===== config.mk =====
export PLATFORM = sky130hd
export DESIGN_NAME = elcb_bank
export DESIGN_NICKNAME = d
export VERILOG_FILES = /design/src/hdl/elcb_pkg.sv /design/src/hdl/elcb_sync.sv /design/src/hdl/elcb_loop_detector.sv /design/src/hdl/elcb_bank.sv
export SDC_FILE = /design/constraint.sdc
export NUM_CORES = 1
export LEC_CHECK = 0
export ABC_CLOCK_PERIOD_IN_PS = 3600
export BUFFER_PORTS_ARGS = -buffer_cell sky130_fd_sc_hd__buf_2
export CAP_MARGIN = 10
export CORE_UTILIZATION = 25
export DETAILED_ROUTE_END_ITERATION = 8
export SLEW_MARGIN = 10
export SYNTH_ARGS = -nofsm -noshare
export SYNTH_HDL_FRONTEND = slang
export SYNTH_SLANG_ARGS = --single-unit
export TNS_END_PERCENT = 1

===== constraint.sdc =====
create_clock -name ref_clk -period 3.6 [get_ports ref_clk]
set_input_delay 0.72 -clock ref_clk [delete_from_list [all_inputs] [get_ports ref_clk]]
set_output_delay 0.72 -clock ref_clk [all_outputs]
set_load 0.005 [all_outputs]

===== src/hdl/elcb_pkg.sv =====
// shared constants and types of the expanded line configuration bank
package elcb_pkg;
    localparam int NUM_CHAN = 8;
    localparam int ADDR_W = 5;
    // expanded bank offsets
    localparam logic [4:0] OFS_SINGLE_RAIL = 5'h00;
    localparam logic [4:0] OFS_LINE_CODE = 5'h01;
    localparam logic [4:0] OFS_RECOVERY_DIS = 5'h02;
    localparam logic [4:0] OFS_RX_POWERDOWN = 5'h03;
    localparam logic [4:0] OFS_TX_POWERDOWN = 5'h04;
    localparam logic [4:0] OFS_ZERO_DETECT = 5'h05;
    localparam logic [4:0] OFS_VIOL_DISABLE = 5'h06;
    localparam logic [4:0] OFS_EQUALIZER = 5'h07;
    localparam logic [4:0] OFS_LOOP_CONFIG = 5'h08;
    localparam logic [4:0] OFS_ACT_PATTERN = 5'h09;
    // bank pointer sits at the same offset in both banks
    localparam logic [4:0] OFS_BANK_POINTER = 5'h1F;
    localparam logic [7:0] BANK_PTR_PRIMARY = 8'h00;
    localparam logic [7:0] BANK_PTR_EXPANDED = 8'hAA;
    // reset values
    localparam logic [7:0] RST_CHAN_REG = 8'h00;
    localparam logic [5:0] RST_LOOP_CONFIG = 6'h00;
    localparam logic [7:0] RST_ACT_PATTERN = 8'h00;
    // loop configuration field positions
    localparam int LCF_DETECT_EN = 5;
    localparam int LCF_AUTO_EN = 4;
    localparam int LCF_ACT_LEN_LSB = 2;
    localparam int LCF_DEACT_LEN_LSB = 0;
    // timing
    localparam int CLK_PERIOD_NS = 10;
    localparam int TX_CLK_LOW_NS = 2000;
    localparam int TX_CLK_LOW_CYC = (TX_CLK_LOW_NS + CLK_PERIOD_NS - 1) / CLK_PERIOD_NS;
    localparam int LOOP_REPEAT = 4;

    typedef struct packed {
        logic [7:0] singleRail;
        logic [7:0] amiCode;
        logic [7:0] recoveryOff;
        logic [7:0] rxPowerdown;
        logic [7:0] txPowerdown;
        logic [7:0] zeroDetect;
        logic [7:0] violationDetect;
        logic [7:0] equalizer;
    } elcb_chan_cfg_s;

    // effective-bit mask for a two-bit code length field: 5,6,7,8 bits from the msb
    function automatic logic [7:0] elcb_len_mask(input logic [1:0] len);
        logic [7:0] m;
        m = 8'hFF;
        case (len)
            2'h0: m = 8'hF8;
            2'h1: m = 8'hFC;
            2'h2: m = 8'hFE;
            default: m = 8'hFF;
        endcase
        return m;
    endfunction : elcb_len_mask
endpackage : elcb_pkg


===== src/hdl/elcb_sync.sv =====
// two flip-flop synchroniser for pin levels
`timescale 1ns/1ps
module elcb_sync #(
    parameter int WIDTH = 8
) (
    // clock and reset
    input wire logic ref_clk,
    input wire logic nrst,
    // levels
    input wire logic [WIDTH-1:0] asyncIn,
    output logic [WIDTH-1:0] syncOut
);
    logic [WIDTH-1:0] meta_q;

    // first stage feeds only the second stage
    always_ff @(posedge ref_clk or negedge nrst)
    begin
        if (!nrst)
        begin
            meta_q <= '0;
            syncOut <= '0;
        end
        else
        begin
            meta_q <= asyncIn;
            syncOut <= meta_q;
        end
    end
endmodule : elcb_sync


===== src/hdl/elcb_loop_detector.sv =====
// repeating loopback code detector for one channel
`timescale 1ns/1ps
module elcb_loop_detector #(
    parameter int REPEAT = elcb_pkg::LOOP_REPEAT
) (
    // clock and reset
    input wire logic ref_clk,
    input wire logic nrst,
    // received single-rail bit stream
    input wire logic bitValid,
    input wire logic bitData,
    // global configuration
    input wire logic detectEnable,
    input wire logic [7:0] actPattern,
    input wire logic [1:0] actLength,
    input wire logic [7:0] deactPattern,
    input wire logic [1:0] deactLength,
    // result
    output logic detectStatus_q
);
    import elcb_pkg::*;

    logic [7:0] hist_q;
    logic [3:0] fill_q;
    logic [3:0] actGap_q;
    logic [3:0] deactGap_q;
    logic [3:0] actCnt_q;
    logic [3:0] deactCnt_q;
    wire histFull = (fill_q == 4'h8);
    // the eighth strobed bit completes the first window, so compare from there on
    wire winReady = (fill_q >= 4'h7);
    wire [7:0] histNext = {hist_q[6:0], bitData};
    // only the effective code bits take part in the compare
    wire actMatch = winReady && (((histNext ^ actPattern) & elcb_len_mask(actLength)) == 8'h00);
    wire deactMatch = winReady && (((histNext ^ deactPattern) & elcb_len_mask(deactLength)) == 8'h00);
    // a match must recur within one window, else the run is broken
    wire actBroken = (actGap_q == 4'h8);
    wire deactBroken = (deactGap_q == 4'h8);
    wire actDone = actMatch && (actCnt_q == 4'(REPEAT - 1));
    wire deactDone = deactMatch && (deactCnt_q == 4'(REPEAT - 1));

    // history and run counters; fill count and run counts held clear while detection is off
    always_ff @(posedge ref_clk or negedge nrst)
    begin
        if (!nrst)
        begin
            hist_q <= 8'h00;
            fill_q <= 4'h0;
            actGap_q <= 4'h0;
            deactGap_q <= 4'h0;
            actCnt_q <= 4'h0;
            deactCnt_q <= 4'h0;
            detectStatus_q <= 1'b0;
        end
        else if (!detectEnable)
        begin
            fill_q <= 4'h0;
            actCnt_q <= 4'h0;
            deactCnt_q <= 4'h0;
            detectStatus_q <= 1'b0;
        end
        else if (bitValid)
        begin
            hist_q <= histNext;
            fill_q <= histFull ? fill_q : fill_q + 4'h1;
            actGap_q <= actMatch ? 4'h0 : (actBroken ? actGap_q : actGap_q + 4'h1);
            deactGap_q <= deactMatch ? 4'h0 : (deactBroken ? deactGap_q : deactGap_q + 4'h1);
            actCnt_q <= actDone ? 4'h0 : (actMatch ? actCnt_q + 4'h1 : (actBroken ? 4'h0 : actCnt_q));
            deactCnt_q <= deactDone ? 4'h0 : (deactMatch ? deactCnt_q + 4'h1 : (deactBroken ? 4'h0 : deactCnt_q));
            if (actDone)
                detectStatus_q <= 1'b1;
            else if (deactDone)
                detectStatus_q <= 1'b0;
        end
    end
endmodule : elcb_loop_detector


===== src/hdl/elcb_bank.sv =====
// expanded configuration register bank of the eight-channel line interface
`timescale 1ns/1ps
// How it works
// - single-rail bit forces single rail with recovery on, dual rail with it off; clear, pin
// - line-code bit: 0 B8ZS/HDB3, 1 AMI
// - recovery bit 1 disables clock recovery
// - receiver powerdown bit powers receiver down
// - transmitter powerdown bit: driver low-power high-Z
// - transmit clock held low also powers down
// - zero-detect bit enables excessive-zeros detection
// - violation bit inverted: 0 enables detection
// - equalizer bit enables receive equalizer
// - config bit 5 enables loopback detection
// - config bit 4 enables automatic loopback
// - bits 3-2 choose activate code length
// - bits 1-0 choose deactivate code length
// - activation pattern register holds repeating code
// - loop config and pattern are global
// - bit n controls channel n only
// - bank pointer AAH selects expanded bank
// - status change sets interrupt bit if enabled
module elcb_bank #(
    parameter int NCH = elcb_pkg::NUM_CHAN,
    parameter int TX_LOW_CYC = elcb_pkg::TX_CLK_LOW_CYC
) (
    // clock and reset
    input wire logic ref_clk,
    input wire logic nrst,
    // host interface
    input wire logic [elcb_pkg::ADDR_W-1:0] hostAddr,
    input wire logic [7:0] hostWrData,
    input wire logic hostWrEn,
    input wire logic hostRdEn,
    output logic [7:0] hostRdData_q,
    output logic [7:0] bankPointer_q,
    // line pins
    input wire logic [NCH-1:0] tx_negative_pin,
    input wire logic [NCH-1:0] tx_clock_pin,
    // recovered receive data, one strobe per bit
    input wire logic [NCH-1:0] rxBitValid,
    input wire logic [NCH-1:0] rxBitData,
    // neighbouring loopback registers
    input wire logic [7:0] deactivate_pattern,
    input wire logic [NCH-1:0] loop_irq_mask,
    input wire logic loopIrqClear,
    // channel controls
    output elcb_pkg::elcb_chan_cfg_s chanCfg_q,
    output logic [NCH-1:0] loop_detect_status_q,
    output logic [NCH-1:0] loop_irq_status_q,
    output logic [NCH-1:0] autoLoopback_q
);
    import elcb_pkg::*;

    logic [7:0] single_rail_bits_q;
    logic [7:0] lineCodeBits_q;
    logic [7:0] recovery_disable_bits_q;
    logic [7:0] rx_powerdown_bits_q;
    logic [7:0] tx_powerdown_bits_q;
    logic [7:0] zero_detect_bits_q;
    logic [7:0] violation_disable_bits_q;
    logic [7:0] equalizer_bits_q;
    logic [5:0] loopback_config_q;
    logic [7:0] activate_pattern_q;
    logic [NCH-1:0] txNegSync;
    logic [NCH-1:0] txClkSync;
    logic [NCH-1:0] txClkStuck;
    logic [NCH-1:0] detStatus;

    // bank selection and write decode
    wire expandedSel = (bankPointer_q == BANK_PTR_EXPANDED);
    wire wrPtr = hostWrEn && (hostAddr == OFS_BANK_POINTER);
    wire wrExp = hostWrEn && expandedSel;
    wire wrSingle = wrExp && (hostAddr == OFS_SINGLE_RAIL);
    wire wrCode = wrExp && (hostAddr == OFS_LINE_CODE);
    wire wrRecov = wrExp && (hostAddr == OFS_RECOVERY_DIS);
    wire wrRxPd = wrExp && (hostAddr == OFS_RX_POWERDOWN);
    wire wrTxPd = wrExp && (hostAddr == OFS_TX_POWERDOWN);
    wire wrZero = wrExp && (hostAddr == OFS_ZERO_DETECT);
    wire wrViol = wrExp && (hostAddr == OFS_VIOL_DISABLE);
    wire wrEqu = wrExp && (hostAddr == OFS_EQUALIZER);
    wire wrLoopCfg = wrExp && (hostAddr == OFS_LOOP_CONFIG);
    wire wrActPat = wrExp && (hostAddr == OFS_ACT_PATTERN);

    // global loopback fields
    wire detectEnable = loopback_config_q[LCF_DETECT_EN];
    wire autoEnable = loopback_config_q[LCF_AUTO_EN];
    wire [1:0] actLength = loopback_config_q[LCF_ACT_LEN_LSB+:2];
    wire [1:0] deactLength = loopback_config_q[LCF_DEACT_LEN_LSB+:2];

    // read selection; other offsets of the expanded bank read zero
    wire [7:0] expRead =
        (hostAddr == OFS_SINGLE_RAIL) ? single_rail_bits_q :
        (hostAddr == OFS_LINE_CODE) ? lineCodeBits_q :
        (hostAddr == OFS_RECOVERY_DIS) ? recovery_disable_bits_q :
        (hostAddr == OFS_RX_POWERDOWN) ? rx_powerdown_bits_q :
        (hostAddr == OFS_TX_POWERDOWN) ? tx_powerdown_bits_q :
        (hostAddr == OFS_ZERO_DETECT) ? zero_detect_bits_q :
        (hostAddr == OFS_VIOL_DISABLE) ? violation_disable_bits_q :
        (hostAddr == OFS_EQUALIZER) ? equalizer_bits_q :
        (hostAddr == OFS_LOOP_CONFIG) ? {2'b00, loopback_config_q} :
        (hostAddr == OFS_ACT_PATTERN) ? activate_pattern_q : 8'h00;
    wire [7:0] rdSel = (hostAddr == OFS_BANK_POINTER) ? bankPointer_q : (expandedSel ? expRead : 8'h00);

    // pin levels cross into ref_clk before use
    elcb_sync #(.WIDTH(2 * NCH)) u_pin_sync (
        .ref_clk(ref_clk),
        .nrst(nrst),
        .asyncIn({tx_negative_pin, tx_clock_pin}),
        .syncOut({txNegSync, txClkSync})
    );

    // register writes; bits 7-6 of the loop config are not stored, software keeps them zero
    always_ff @(posedge ref_clk or negedge nrst)
    begin
        if (!nrst)
        begin
            bankPointer_q <= BANK_PTR_PRIMARY;
            single_rail_bits_q <= RST_CHAN_REG;
            lineCodeBits_q <= RST_CHAN_REG;
            recovery_disable_bits_q <= RST_CHAN_REG;
            rx_powerdown_bits_q <= RST_CHAN_REG;
            tx_powerdown_bits_q <= RST_CHAN_REG;
            zero_detect_bits_q <= RST_CHAN_REG;
            violation_disable_bits_q <= RST_CHAN_REG;
            equalizer_bits_q <= RST_CHAN_REG;
            loopback_config_q <= RST_LOOP_CONFIG;
            activate_pattern_q <= RST_ACT_PATTERN;
        end
        else
        begin
            if (wrPtr) bankPointer_q <= hostWrData;
            if (wrSingle) single_rail_bits_q <= hostWrData;
            if (wrCode) lineCodeBits_q <= hostWrData;
            if (wrRecov) recovery_disable_bits_q <= hostWrData;
            if (wrRxPd) rx_powerdown_bits_q <= hostWrData;
            if (wrTxPd) tx_powerdown_bits_q <= hostWrData;
            if (wrZero) zero_detect_bits_q <= hostWrData;
            if (wrViol) violation_disable_bits_q <= hostWrData;
            if (wrEqu) equalizer_bits_q <= hostWrData;
            if (wrLoopCfg) loopback_config_q <= hostWrData[5:0];
            if (wrActPat) activate_pattern_q <= hostWrData;
        end
    end

    // read data answers one cycle after the strobe and then holds
    always_ff @(posedge ref_clk or negedge nrst)
    begin
        if (!nrst)
            hostRdData_q <= 8'h00;
        else if (hostRdEn)
            hostRdData_q <= rdSel;
    end

    // per-channel logic: bit n of every channel register drives channel n only
    genvar ch;
    generate
        for (ch = 0; ch < NCH; ch++)
        begin : g_chan
            logic [15:0] lowCnt_q;
            wire recoveryOn = !recovery_disable_bits_q[ch];
            // register set forces single rail with recovery on and dual rail with it off; register clear, the pin decides (high = single)
            wire singleMode = single_rail_bits_q[ch] ? recoveryOn : txNegSync[ch];
            wire singleDec = singleMode && recoveryOn;
            wire statusChange = detStatus[ch] != loop_detect_status_q[ch];
            // a clock stuck low for the whole window counts as missing
            assign txClkStuck[ch] = (lowCnt_q == 16'(TX_LOW_CYC));

            always_ff @(posedge ref_clk or negedge nrst)
            begin
                if (!nrst)
                    lowCnt_q <= 16'h0000;
                else if (txClkSync[ch])
                    lowCnt_q <= 16'h0000;
                else if (!txClkStuck[ch])
                    lowCnt_q <= lowCnt_q + 16'h0001;
            end

            // decoded controls, all registered
            always_ff @(posedge ref_clk or negedge nrst)
            begin
                if (!nrst)
                begin
                    chanCfg_q.singleRail[ch] <= 1'b0;
                    chanCfg_q.amiCode[ch] <= 1'b0;
                    chanCfg_q.recoveryOff[ch] <= 1'b0;
                    chanCfg_q.rxPowerdown[ch] <= 1'b0;
                    chanCfg_q.txPowerdown[ch] <= 1'b0;
                    chanCfg_q.zeroDetect[ch] <= 1'b0;
                    chanCfg_q.violationDetect[ch] <= 1'b0;
                    chanCfg_q.equalizer[ch] <= 1'b0;
                end
                else
                begin
                    chanCfg_q.singleRail[ch] <= singleMode;
                    chanCfg_q.amiCode[ch] <= lineCodeBits_q[ch] && singleDec;
                    chanCfg_q.recoveryOff[ch] <= !recoveryOn;
                    chanCfg_q.rxPowerdown[ch] <= rx_powerdown_bits_q[ch];
                    chanCfg_q.txPowerdown[ch] <= tx_powerdown_bits_q[ch] || txClkStuck[ch];
                    chanCfg_q.zeroDetect[ch] <= zero_detect_bits_q[ch] && singleDec && !lineCodeBits_q[ch];
                    chanCfg_q.violationDetect[ch] <= !violation_disable_bits_q[ch] && singleDec
                        && !lineCodeBits_q[ch];
                    chanCfg_q.equalizer[ch] <= equalizer_bits_q[ch];
                end
            end

            elcb_loop_detector #(.REPEAT(LOOP_REPEAT)) u_det (
                .ref_clk(ref_clk),
                .nrst(nrst),
                .bitValid(rxBitValid[ch]),
                .bitData(rxBitData[ch]),
                .detectEnable(detectEnable),
                .actPattern(activate_pattern_q),
                .actLength(actLength),
                .deactPattern(deactivate_pattern),
                .deactLength(deactLength),
                .detectStatus_q(detStatus[ch])
            );

            // status, sticky interrupt bit (set beats clear) and auto loopback
            always_ff @(posedge ref_clk or negedge nrst)
            begin
                if (!nrst)
                begin
                    loop_detect_status_q[ch] <= 1'b0;
                    loop_irq_status_q[ch] <= 1'b0;
                    autoLoopback_q[ch] <= 1'b0;
                end
                else
                begin
                    loop_detect_status_q[ch] <= detStatus[ch];
                    if (statusChange && loop_irq_mask[ch] && detectEnable)
                        loop_irq_status_q[ch] <= 1'b1;
                    else if (loopIrqClear)
                        loop_irq_status_q[ch] <= 1'b0;
                    autoLoopback_q[ch] <= autoEnable && detStatus[ch];
                end
            end
        end
    endgenerate

    property p_bank_gate;
        @(posedge ref_clk) disable iff (!nrst)
        (hostWrEn && hostAddr == OFS_RX_POWERDOWN && !expandedSel) |=> $stable(rx_powerdown_bits_q);
    endproperty
    a_bank_gate: assert property (p_bank_gate) else $error("write reached expanded bank while primary selected");

    property p_ptr_write;
        @(posedge ref_clk) disable iff (!nrst)
        wrPtr |=> (bankPointer_q == $past(hostWrData));
    endproperty
    a_ptr_write: assert property (p_ptr_write) else $error("bank pointer did not take written value");

    property p_rd_answer;
        @(posedge ref_clk) disable iff (!nrst)
        (hostRdEn && expandedSel && hostAddr == OFS_ACT_PATTERN && !hostWrEn) |=> (hostRdData_q == activate_pattern_q);
    endproperty
    a_rd_answer: assert property (p_rd_answer) else $error("activation pattern read back wrong");

    property p_cfg_hi_zero;
        @(posedge ref_clk) disable iff (!nrst)
        (hostRdEn && expandedSel && hostAddr == OFS_LOOP_CONFIG) |=> (hostRdData_q[7:6] == 2'b00);
    endproperty
    a_cfg_hi_zero: assert property (p_cfg_hi_zero) else $error("loop config reserved bits not zero");

    property p_tx_pd;
        @(posedge ref_clk) disable iff (!nrst)
        (tx_powerdown_bits_q[0] || txClkStuck[0]) |=> chanCfg_q.txPowerdown[0];
    endproperty
    a_tx_pd: assert property (p_tx_pd) else $error("transmitter not powered down");

    wire [15:0] lowCnt0 = g_chan[0].lowCnt_q;
    property p_tx_stuck;
        @(posedge ref_clk) disable iff (!nrst)
        (!txClkSync[0] && lowCnt0 == 16'(TX_LOW_CYC - 1)) |=> txClkStuck[0];
    endproperty
    a_tx_stuck: assert property (p_tx_stuck) else $error("low transmit clock not flagged in time");

    property p_ami_gate;
        @(posedge ref_clk) disable iff (!nrst)
        chanCfg_q.amiCode[1] |-> ($past(lineCodeBits_q[1]) && !$past(recovery_disable_bits_q[1]));
    endproperty
    a_ami_gate: assert property (p_ami_gate) else $error("line code applied outside single rail");

    property p_single_force;
        @(posedge ref_clk) disable iff (!nrst)
        (single_rail_bits_q[2] && !recovery_disable_bits_q[2]) ##1 $stable(single_rail_bits_q[2])
            |-> chanCfg_q.singleRail[2];
    endproperty
    a_single_force: assert property (p_single_force) else $error("single rail not forced");

    property p_viol_sense;
        @(posedge ref_clk) disable iff (!nrst)
        violation_disable_bits_q[3] |=> !chanCfg_q.violationDetect[3];
    endproperty
    a_viol_sense: assert property (p_viol_sense) else $error("violation detect not disabled");

    property p_irq_set;
        @(posedge ref_clk) disable iff (!nrst)
        (detStatus[2] != loop_detect_status_q[2] && loop_irq_mask[2] && detectEnable) |=> loop_irq_status_q[2];
    endproperty
    a_irq_set: assert property (p_irq_set) else $error("loop interrupt bit not set");

    property p_det_off;
        @(posedge ref_clk) disable iff (!nrst)
        // detector clears on the first low edge, the status register one edge later
        !detectEnable [*3] |-> (loop_detect_status_q == '0);
    endproperty
    a_det_off: assert property (p_det_off) else $error("detect status while detection disabled");

    property p_auto;
        @(posedge ref_clk) disable iff (!nrst)
        autoLoopback_q[2] |-> $past(autoEnable);
    endproperty
    a_auto: assert property (p_auto) else $error("auto loopback without enable");

    c_expanded: cover property (@(posedge ref_clk) disable iff (!nrst) wrPtr && hostWrData == BANK_PTR_EXPANDED);
    c_loop_up: cover property (@(posedge ref_clk) disable iff (!nrst) $rose(loop_detect_status_q[2]));
    c_loop_down: cover property (@(posedge ref_clk) disable iff (!nrst) $fell(loop_detect_status_q[2]));
    c_clk_stuck: cover property (@(posedge ref_clk) disable iff (!nrst) $rose(txClkStuck[0]));
endmodule : elcb_bank


# [Yosys cells after proc, flatten, opt, wreduce, memory -nomap -nowiden]
# Index checks and enable logic that the tools add are counted.
# W data, S select, Z words.
[totals] in_bits=66 output_inout_bits=104 word_cells=835 regBits=566
[classes] n_mux=215 bitwise=32 magnitude_cmp=8 add_sub_neg=48 eq_ne=135 n_reduce_logical=231
[op_table] cell="$mux W4" count=136
[op_table] cell="$mux W16" count=16
[op_table] cell="$add A4 B1 Y4 const B" count=40
[op_table] cell="$add A16 B1 Y16 const B" count=8
[op_table] cell="$and A8 B8 Y8" count=16
[op_table] cell="$eq A16 B8 Y1 const B" count=8
[op_table] cell="$logic_not A8 Y1" count=16
[op_table] cell="$xor A8 B8 Y8" count=16
[op_table] cell="$logic_and A1 B1 Y1" count=116
[op_table] cell="$eq A4 B4 Y1 const B" count=24
[op_table] cell="$mux W8" count=12
[op_table] cell="$reduce_and A2 Y1" count=40
[op_table] cell="$eq A4 B2 Y1 const B" count=16
[op_table] cell="$ne A4 B1 Y1 const B" count=16
[op_table] cell="$mux W1" count=49
[op_table] cell="$ne A2 B1 Y1 const B" count=24
[op_table] cell="$reduce_and A3 Y1" count=16
[op_table] cell="$ge A4 B3 Y1 const B" count=8
[op_table] cell="$ne A2 B2 Y1 const B" count=16
[op_table] cell="$logic_not A1 Y1" count=24
[op_table] cell="$ne A3 B1 Y1 const B" count=8
[op_table] cell="$eq A5 B3 Y1 const B" count=4
[op_table] cell="$pmux W3 S3" count=2
[op_table] cell="$reduce_bool A2 Y1" count=8
[op_table] cell="11 further kinds" count=30

# [Logic depth before layout (Yosys ltp)]
[depth] ltp_word=13 depth_mapped=8 depth_no_buf=7

# [Cells and area by module]
# Synthesis repeated with hierarchy kept, for this count alone.
[hier_totals] hier_cells=2609 area_unflattened_um2=28298.4
[by_module_without_submodules] module="elcb_bank" cells_per_inst=1242 seq_area_each_um2=7757.4 area_each_um2=13883.3 instances=1
[by_module_without_submodules] module="elcb_loop_detector at g_chan[0].u_det ..." cells_per_inst=165 seq_area_each_um2=700.7 area_each_um2=1700.4 instances=7
[by_module_without_submodules] module="elcb_loop_detector at g_chan[7].u_det" cells_per_inst=180 seq_area_each_um2=700.7 area_each_um2=1711.6 instances=1
[by_module_without_submodules] module="elcb_sync" cells_per_inst=32 seq_area_each_um2=800.8 area_each_um2=800.8 instances=1

# [Worst setup path after synthesis]
# No wires, ideal clock.
[synth_path] path_kind="reg2reg" startpoint="register g_chan[6].u_det.fill_q[1]" endpoint="register g_chan[6].u_det.deactCnt_q[2]" stages_incl_launch_ff=8 required_ns=3.474 synth_period_minus_slack_ns=2.103 path_buffers=1 setup_time_ns=0.126 setup_slack_ns=1.497 arrival_time_ns=1.977 cell_sequence="dfrtp_1 > ha_1 > a21oi_1 > or4_1 > a211o_1 > buf_6 > a22o_1 > a221o_1"
[synth_between] elab_chain_cells=6 word_cells_on_any_way=9 classes_between="order compare: 1; eq/ne: 1; mux: 4; reduce/logical: 3"
[synth_rtl] item="start, declared" line="elcb_loop_detector.sv:24" text="logic [3:0] fill_q;"
[synth_rtl] item="start signal, assigned" line="elcb_loop_detector.sv:65" text="fill_q <= histFull ? fill_q : fill_q + 4'h1;"
[synth_rtl] item="$ge A4 B3 Y1 (*)" line="elcb_loop_detector.sv:31" text="wire winReady = (fill_q >= 4'h7);"
[synth_rtl] item="$logic_and A1 B1 Y1 (*)" line="elcb_loop_detector.sv:35" text="wire deactMatch = winReady && (((histNext ^ deactPattern) & elcb_len_mask(deactLength)) == 8'h00);"
[synth_rtl] item="$mux W4 / $logic_and A1 B1 Y1 (equally long branches)" line="elcb_loop_detector.sv:69, elcb_loop_detector.sv:40"
[synth_rtl] item="$mux W4" line="elcb_loop_detector.sv:69" text="deactCnt_q <= deactDone ? 4'h0 : (deactMatch ? deactCnt_q + 4'h1 : (deactBroken ? 4'h0 : deactCnt_q));"
[synth_rtl] item="$mux W4" line="elcb_loop_detector.sv:62" text="else if (bitValid)"
[synth_rtl] item="$mux W4" line="elcb_loop_detector.sv:55" text="else if (!detectEnable)"
[synth_rtl] item="end signal, assigned" line="elcb_loop_detector.sv:69"
[synth_rtl] item="end, declared" line="elcb_loop_detector.sv:28" text="logic [3:0] deactCnt_q;"
# Mark *: on every way between the ends. The rest lies on a longest branch, timed or not. The select of a mux whose other input is x is not followed.
# A chain may end at the register's enable or synchronous reset.

# [Final worst setup path]
[layout_path] startpoint="register activate_pattern_q[7]" endpoint="register g_chan[2].u_det.actGap_q[0]"
[layout_between] elab_chain_cells=6 word_cells_on_any_way=7 classes_between="eq/ne: 1; mux: 1; bitwise: 2; reduce/logical: 3"
[layout_rtl] item="start, declared" line="elcb_bank.sv:63" text="logic [7:0] activate_pattern_q;"
[layout_rtl] item="start signal, assigned" line="elcb_bank.sv:141" text="if (wrActPat) activate_pattern_q <= hostWrData;"
[layout_rtl] item="$xor A8 B8 Y8 (*)" line="elcb_loop_detector.sv:34" text="wire actMatch = winReady && (((histNext ^ actPattern) & elcb_len_mask(actLength)) == 8'h00);"
[layout_rtl] item="$and A8 B8 Y8 (*)" line="elcb_loop_detector.sv:34"
[layout_rtl] item="$logic_not A8 Y1 (*)" line="elcb_loop_detector.sv:34"
[layout_rtl] item="$logic_and A1 B1 Y1 (*)" line="elcb_loop_detector.sv:34"
[layout_rtl] item="$ne A2 B1 Y1 (no line)"
[layout_rtl] item="$reduce_and A3 Y1 (no line)"
[layout_rtl] item="end signal, assigned" line="elcb_loop_detector.sv:66" text="actGap_q <= actMatch ? 4'h0 : (actBroken ? actGap_q : actGap_q + 4'h1);"
[layout_rtl] item="end, declared" line="elcb_loop_detector.sv:25" text="logic [3:0] actGap_q;"
# Mark *: on every way between the ends. The rest lies on a longest branch, timed or not.

==> metrics.sh <==
STATUS='complete, no violations'
SETUP.WORST_PATH.CLASS='reg -> reg'
POST_CTS_RESIZE_COUNT=0
INITIAL_CORE_UTIL=0.253
DETAIL_ROUTE.WL_PER_CELL_UM=17.0
SYNTH.AVG_CELL_AREA_UM2=10.2
HPWL_UM=53200
YOSYSTOPAREACELL='sky130_fd_sc_hd__dfrtp_1'
PLACE_CONGESTION=0.826
FILLERINSTANCES=11404
VDD.IR_DROP.WORST_V=0.000375
CLOCK_SINK_COUNT=566
CTS_HOLD_BUFFERS=0
DIE_OUTLINE_AREA_UM2=114000
DRIVE_GT1_FRAC=0.162
RSZ0062_AT_GRT='no'
MOST-COMMON-LAYOUT-CELLS='565 x sky130_fd_sc_hd__dfrtp_1, 270 x sky130_fd_sc_hd__nand2_1, 202 x sky130_fd_sc_hd__nor2_1, 168 x sky130_fd_sc_hd__buf_2, 141 x sky130_fd_sc_hd__xnor2_1'
NUMBER_OF_FLIP_FLOPS_AND_LATCHES_IN_THE_SYNTHESIZED_NETLIST=566
CTS_TREE='yes'
DOMINANTREGCELLSYNTH='sky130_fd_sc_hd__dfrtp_1'
P_PER_AREA_nW_PER_UM2=586
MAX-CLOCK-PATH-BUFFERS=3
WORST_EP_ARRIVAL_TIME_NS=3.11
WORSTSETUPSTARTPOINTTYPE='flop'
FINAL.SETUP.TNS_NS=0
HOLD_VIOLATIONS=0
NUM-NETS-FINAL=3073
NUMCTSBUFFERS=72
FINALCRITICALPERIOD_NS=2.62
END_KIND='flop'
SYN_NETS=2903
HP-CLASS='in -> async'
CHIPHEIGHT_UM=338
CRIT_FANOUT=10
WORST_EP_REQUIRED_TIME_NS=4.09
SETUP_VIOL_COUNT_FINAL=0
SYNTH.CELL_AREA_UM2=28200
CTS-HTREE-LEVELS=3
POSTSYNTHCELLCOUNT=2757
COREAREA_UM2=111000
SYNTH.TOP_CELLS.BY_AREA='sky130_fd_sc_hd__dfrtp_1 50%, sky130_fd_sc_hd__xnor2_1 4.4%, sky130_fd_sc_hd__mux2_2 4.4%'
ANTENNA_FOUND_INITIAL=9
DIE_W_UM=338
ANT_NETS=0
FIRST_PASS_ITERS=5
SLEW_VIOLS_FINAL=0
POWER.LEAKAGE_nW=15.1
NUMPLACEDINSTANCES=4341
CTS_SETUP_BUFFERS=0
MULTIINPUTGATEAREA_UM2=13000
GRT_START_MAX_NET_PINS=100
PLACEMENTROWS=122
DRT-TOTAL-WL_UM=76100
SYNTH-EDFF-COUNT=0
NUM_VIAS=21069
TIMING.FMAX_MHz=381
SLEW_HEADROOM=0.365
DRV.MAX_CAP_VIOLATION_COUNT=0
AREA_DELTA_SYNTH_FINAL_PCT=18.4
PLACE.PORT_BUFFERS=169
YOSYS_WARNINGS=0
SYNTH-ASYNC-RESET-RATIO=1.00
IOPINCOUNT=170
VIOLATION_COUNT_AFTER_THE_FIRST_DETAILED_ROUTE_ITERATION=1399
CTS_ROOT_BUFFER='sky130_fd_sc_hd__clkbuf_16'
FINAL_CELLS=4474
WORST_SLEW_PIN_SLEW_NS=0.949
CTS.CLK_SLEW.WORST_PATHS_NS=0.05
GRT_FIRST_PASS_WIRELENGTH_UM=120000
POST_ROUTE_DRC_VIOLATION_COUNT=0
CLOCK_LATENCY_NS=0.63
AREA_SHARE_OF_THE_LARGEST_CELL_TYPE_AFTER_SYNTHESIS=0.503
POST-ROUTE-PERIOD-UTIL=0.729
GLOBALROUTEOVERFLOWTOTAL=0
AVGVIACOUNTPERCELL=4.71
REGISTER_AREA_UM2=14200
FINAL_COMMON_CELL='sky130_fd_sc_hd__dfrtp_1'
GRT.TOTAL_USAGE=0.134
FINAL.SETUP_SKEW_NS=0.0290
GRT_PASS1_VIAS=20477
SYNTHDISTINCTLIBCELLS=84
POST_SYNTHESIS_SEQUENTIAL_AREA_RATIO=0.503
power breakdown:
part | internal (mW) | leakage (nW) | switching [mW]
logic | 1.66 | 6.46 | 1.79
registers | 7.28 | 7.34 | 0.984
clock network | 4.92 | 1.27 | 2.90
metal layers:
metal / wire length, µm / global-route usage / vias to the layer above
li1: - / - / 10018
met1: 36200 / 0.187 / 10523
met2: 34400 / 0.210 / 418
met3: 3800 / 0.0252 / 102
met4: 1680 / 0.0398 / 8
met5: 47 / 0 / -
area by class of cell:
type / instances / share of cell area
antenna: 3 / 0.000225
clock inverter: 25 / 0.0122
tap: 1488 / 0.0558
inverter: 133 / 0.0150
multi-input combinational: 1944 / 0.390
sequential: 566 / 0.425
clock buffer: 105 / 0.0654
timing repair buffer: 210 / 0.0368
cell families after synthesis:
kind of cell | count (synthesis) | synth area share
AND/OR/NAND/NOR | 1005 | 0.183
flip-flops | 566 | 0.503
AO/OA/AOI/OAI | 459 | 0.106
XOR/XNOR | 249 | 0.0774
buffers and inverters | 247 | 0.0358
multiplexers | 151 | 0.0590
adder cells (fa/ha/maj) | 80 | 0.0355
metrics by stage:
| step | area, µm² | power (mW) | setup WS (ns) | hold WS, ns | utilization |
|---|---|---|---|---|---|
| 4_1_cts | 33300 | 19.8 | 0.933 | 0.0205 | 0.300 |
| 6_report | 33300 | 19.5 | 0.977 | 0.0683 | 0.300 |
| 5_1_grt | 33300 | 20.7 | 0.740 | 0.0590 | 0.300 |
| 3_5_place_dp | 30700 | 11.8 | 0.709 | 0.337 | 0.277 |
| 2_1_floorplan | 28200 | 10.8 | 1.09 | 0.331 | - |
| 3_3_place_gp | 30700 | 11.7 | 0.745 | 0.334 | 0.277 |
cell usage after synthesis (all sizes together), types with 79 or more instances:
cell type and n:
a21oi 102, clkbuf 79, dfrtp 566, ha 80, inv 132, mux2 109, nand2 270, nand3 114
nor2 205, o21ai 137, xnor2 141, xor2 108
worst max-delay path, cell delays in order, from the launching register on:
cell and delay (ns):
sky130_fd_sc_hd__dfrtp_1 0.85, sky130_fd_sc_hd__xor2_1 0.15, sky130_fd_sc_hd__nor4_1 0.53, sky130_fd_sc_hd__and3_1 0.44, sky130_fd_sc_hd__o21ai_0 0.18, sky130_fd_sc_hd__mux2_2 0.30
path summary, 6_finish.rpt:
path                                  startpoint                             to  slack (ns)  cells after the start
setup / recovery           activate_pattern_q[7]    g_chan[2].u_det.actGap_q[0]        0.98                      5
hold / removal                              nrst    g_chan[0].u_det.actGap_q[0]        0.07                      1
setup reg to reg           activate_pattern_q[7]    g_chan[2].u_det.actGap_q[0]        0.98                      5
hold reg to reg             u_pin_sync.meta_q[5]          u_pin_sync.syncOut[5]        0.35                      0
max in group asynchronous                   nrst  g_chan[5].u_det.deactGap_q[3]        2.58                      2
min in group ref_clk             tx_clock_pin[7]           u_pin_sync.meta_q[7]        0.19                      1
sequential cells by signal, indices dropped and copies added, names as in the netlist, 16 cells and up:
| register | count |
|---|---|
| chanCfg_q | 64 |
| g_chan.lowCnt_q | 128 |
| g_chan.u_det.hist_q | 56 |
| g_chan.u_det.actCnt_q | 32 |
| g_chan.u_det.deactGap_q | 32 |
| g_chan.u_det.fill_q | 32 |
| g_chan.u_det.actGap_q | 32 |
| u_pin_sync.meta_q | 16 |
| g_chan.u_det.deactCnt_q | 32 |
| u_pin_sync.syncOut | 16 |
Power figures use the tool's default switching activity.
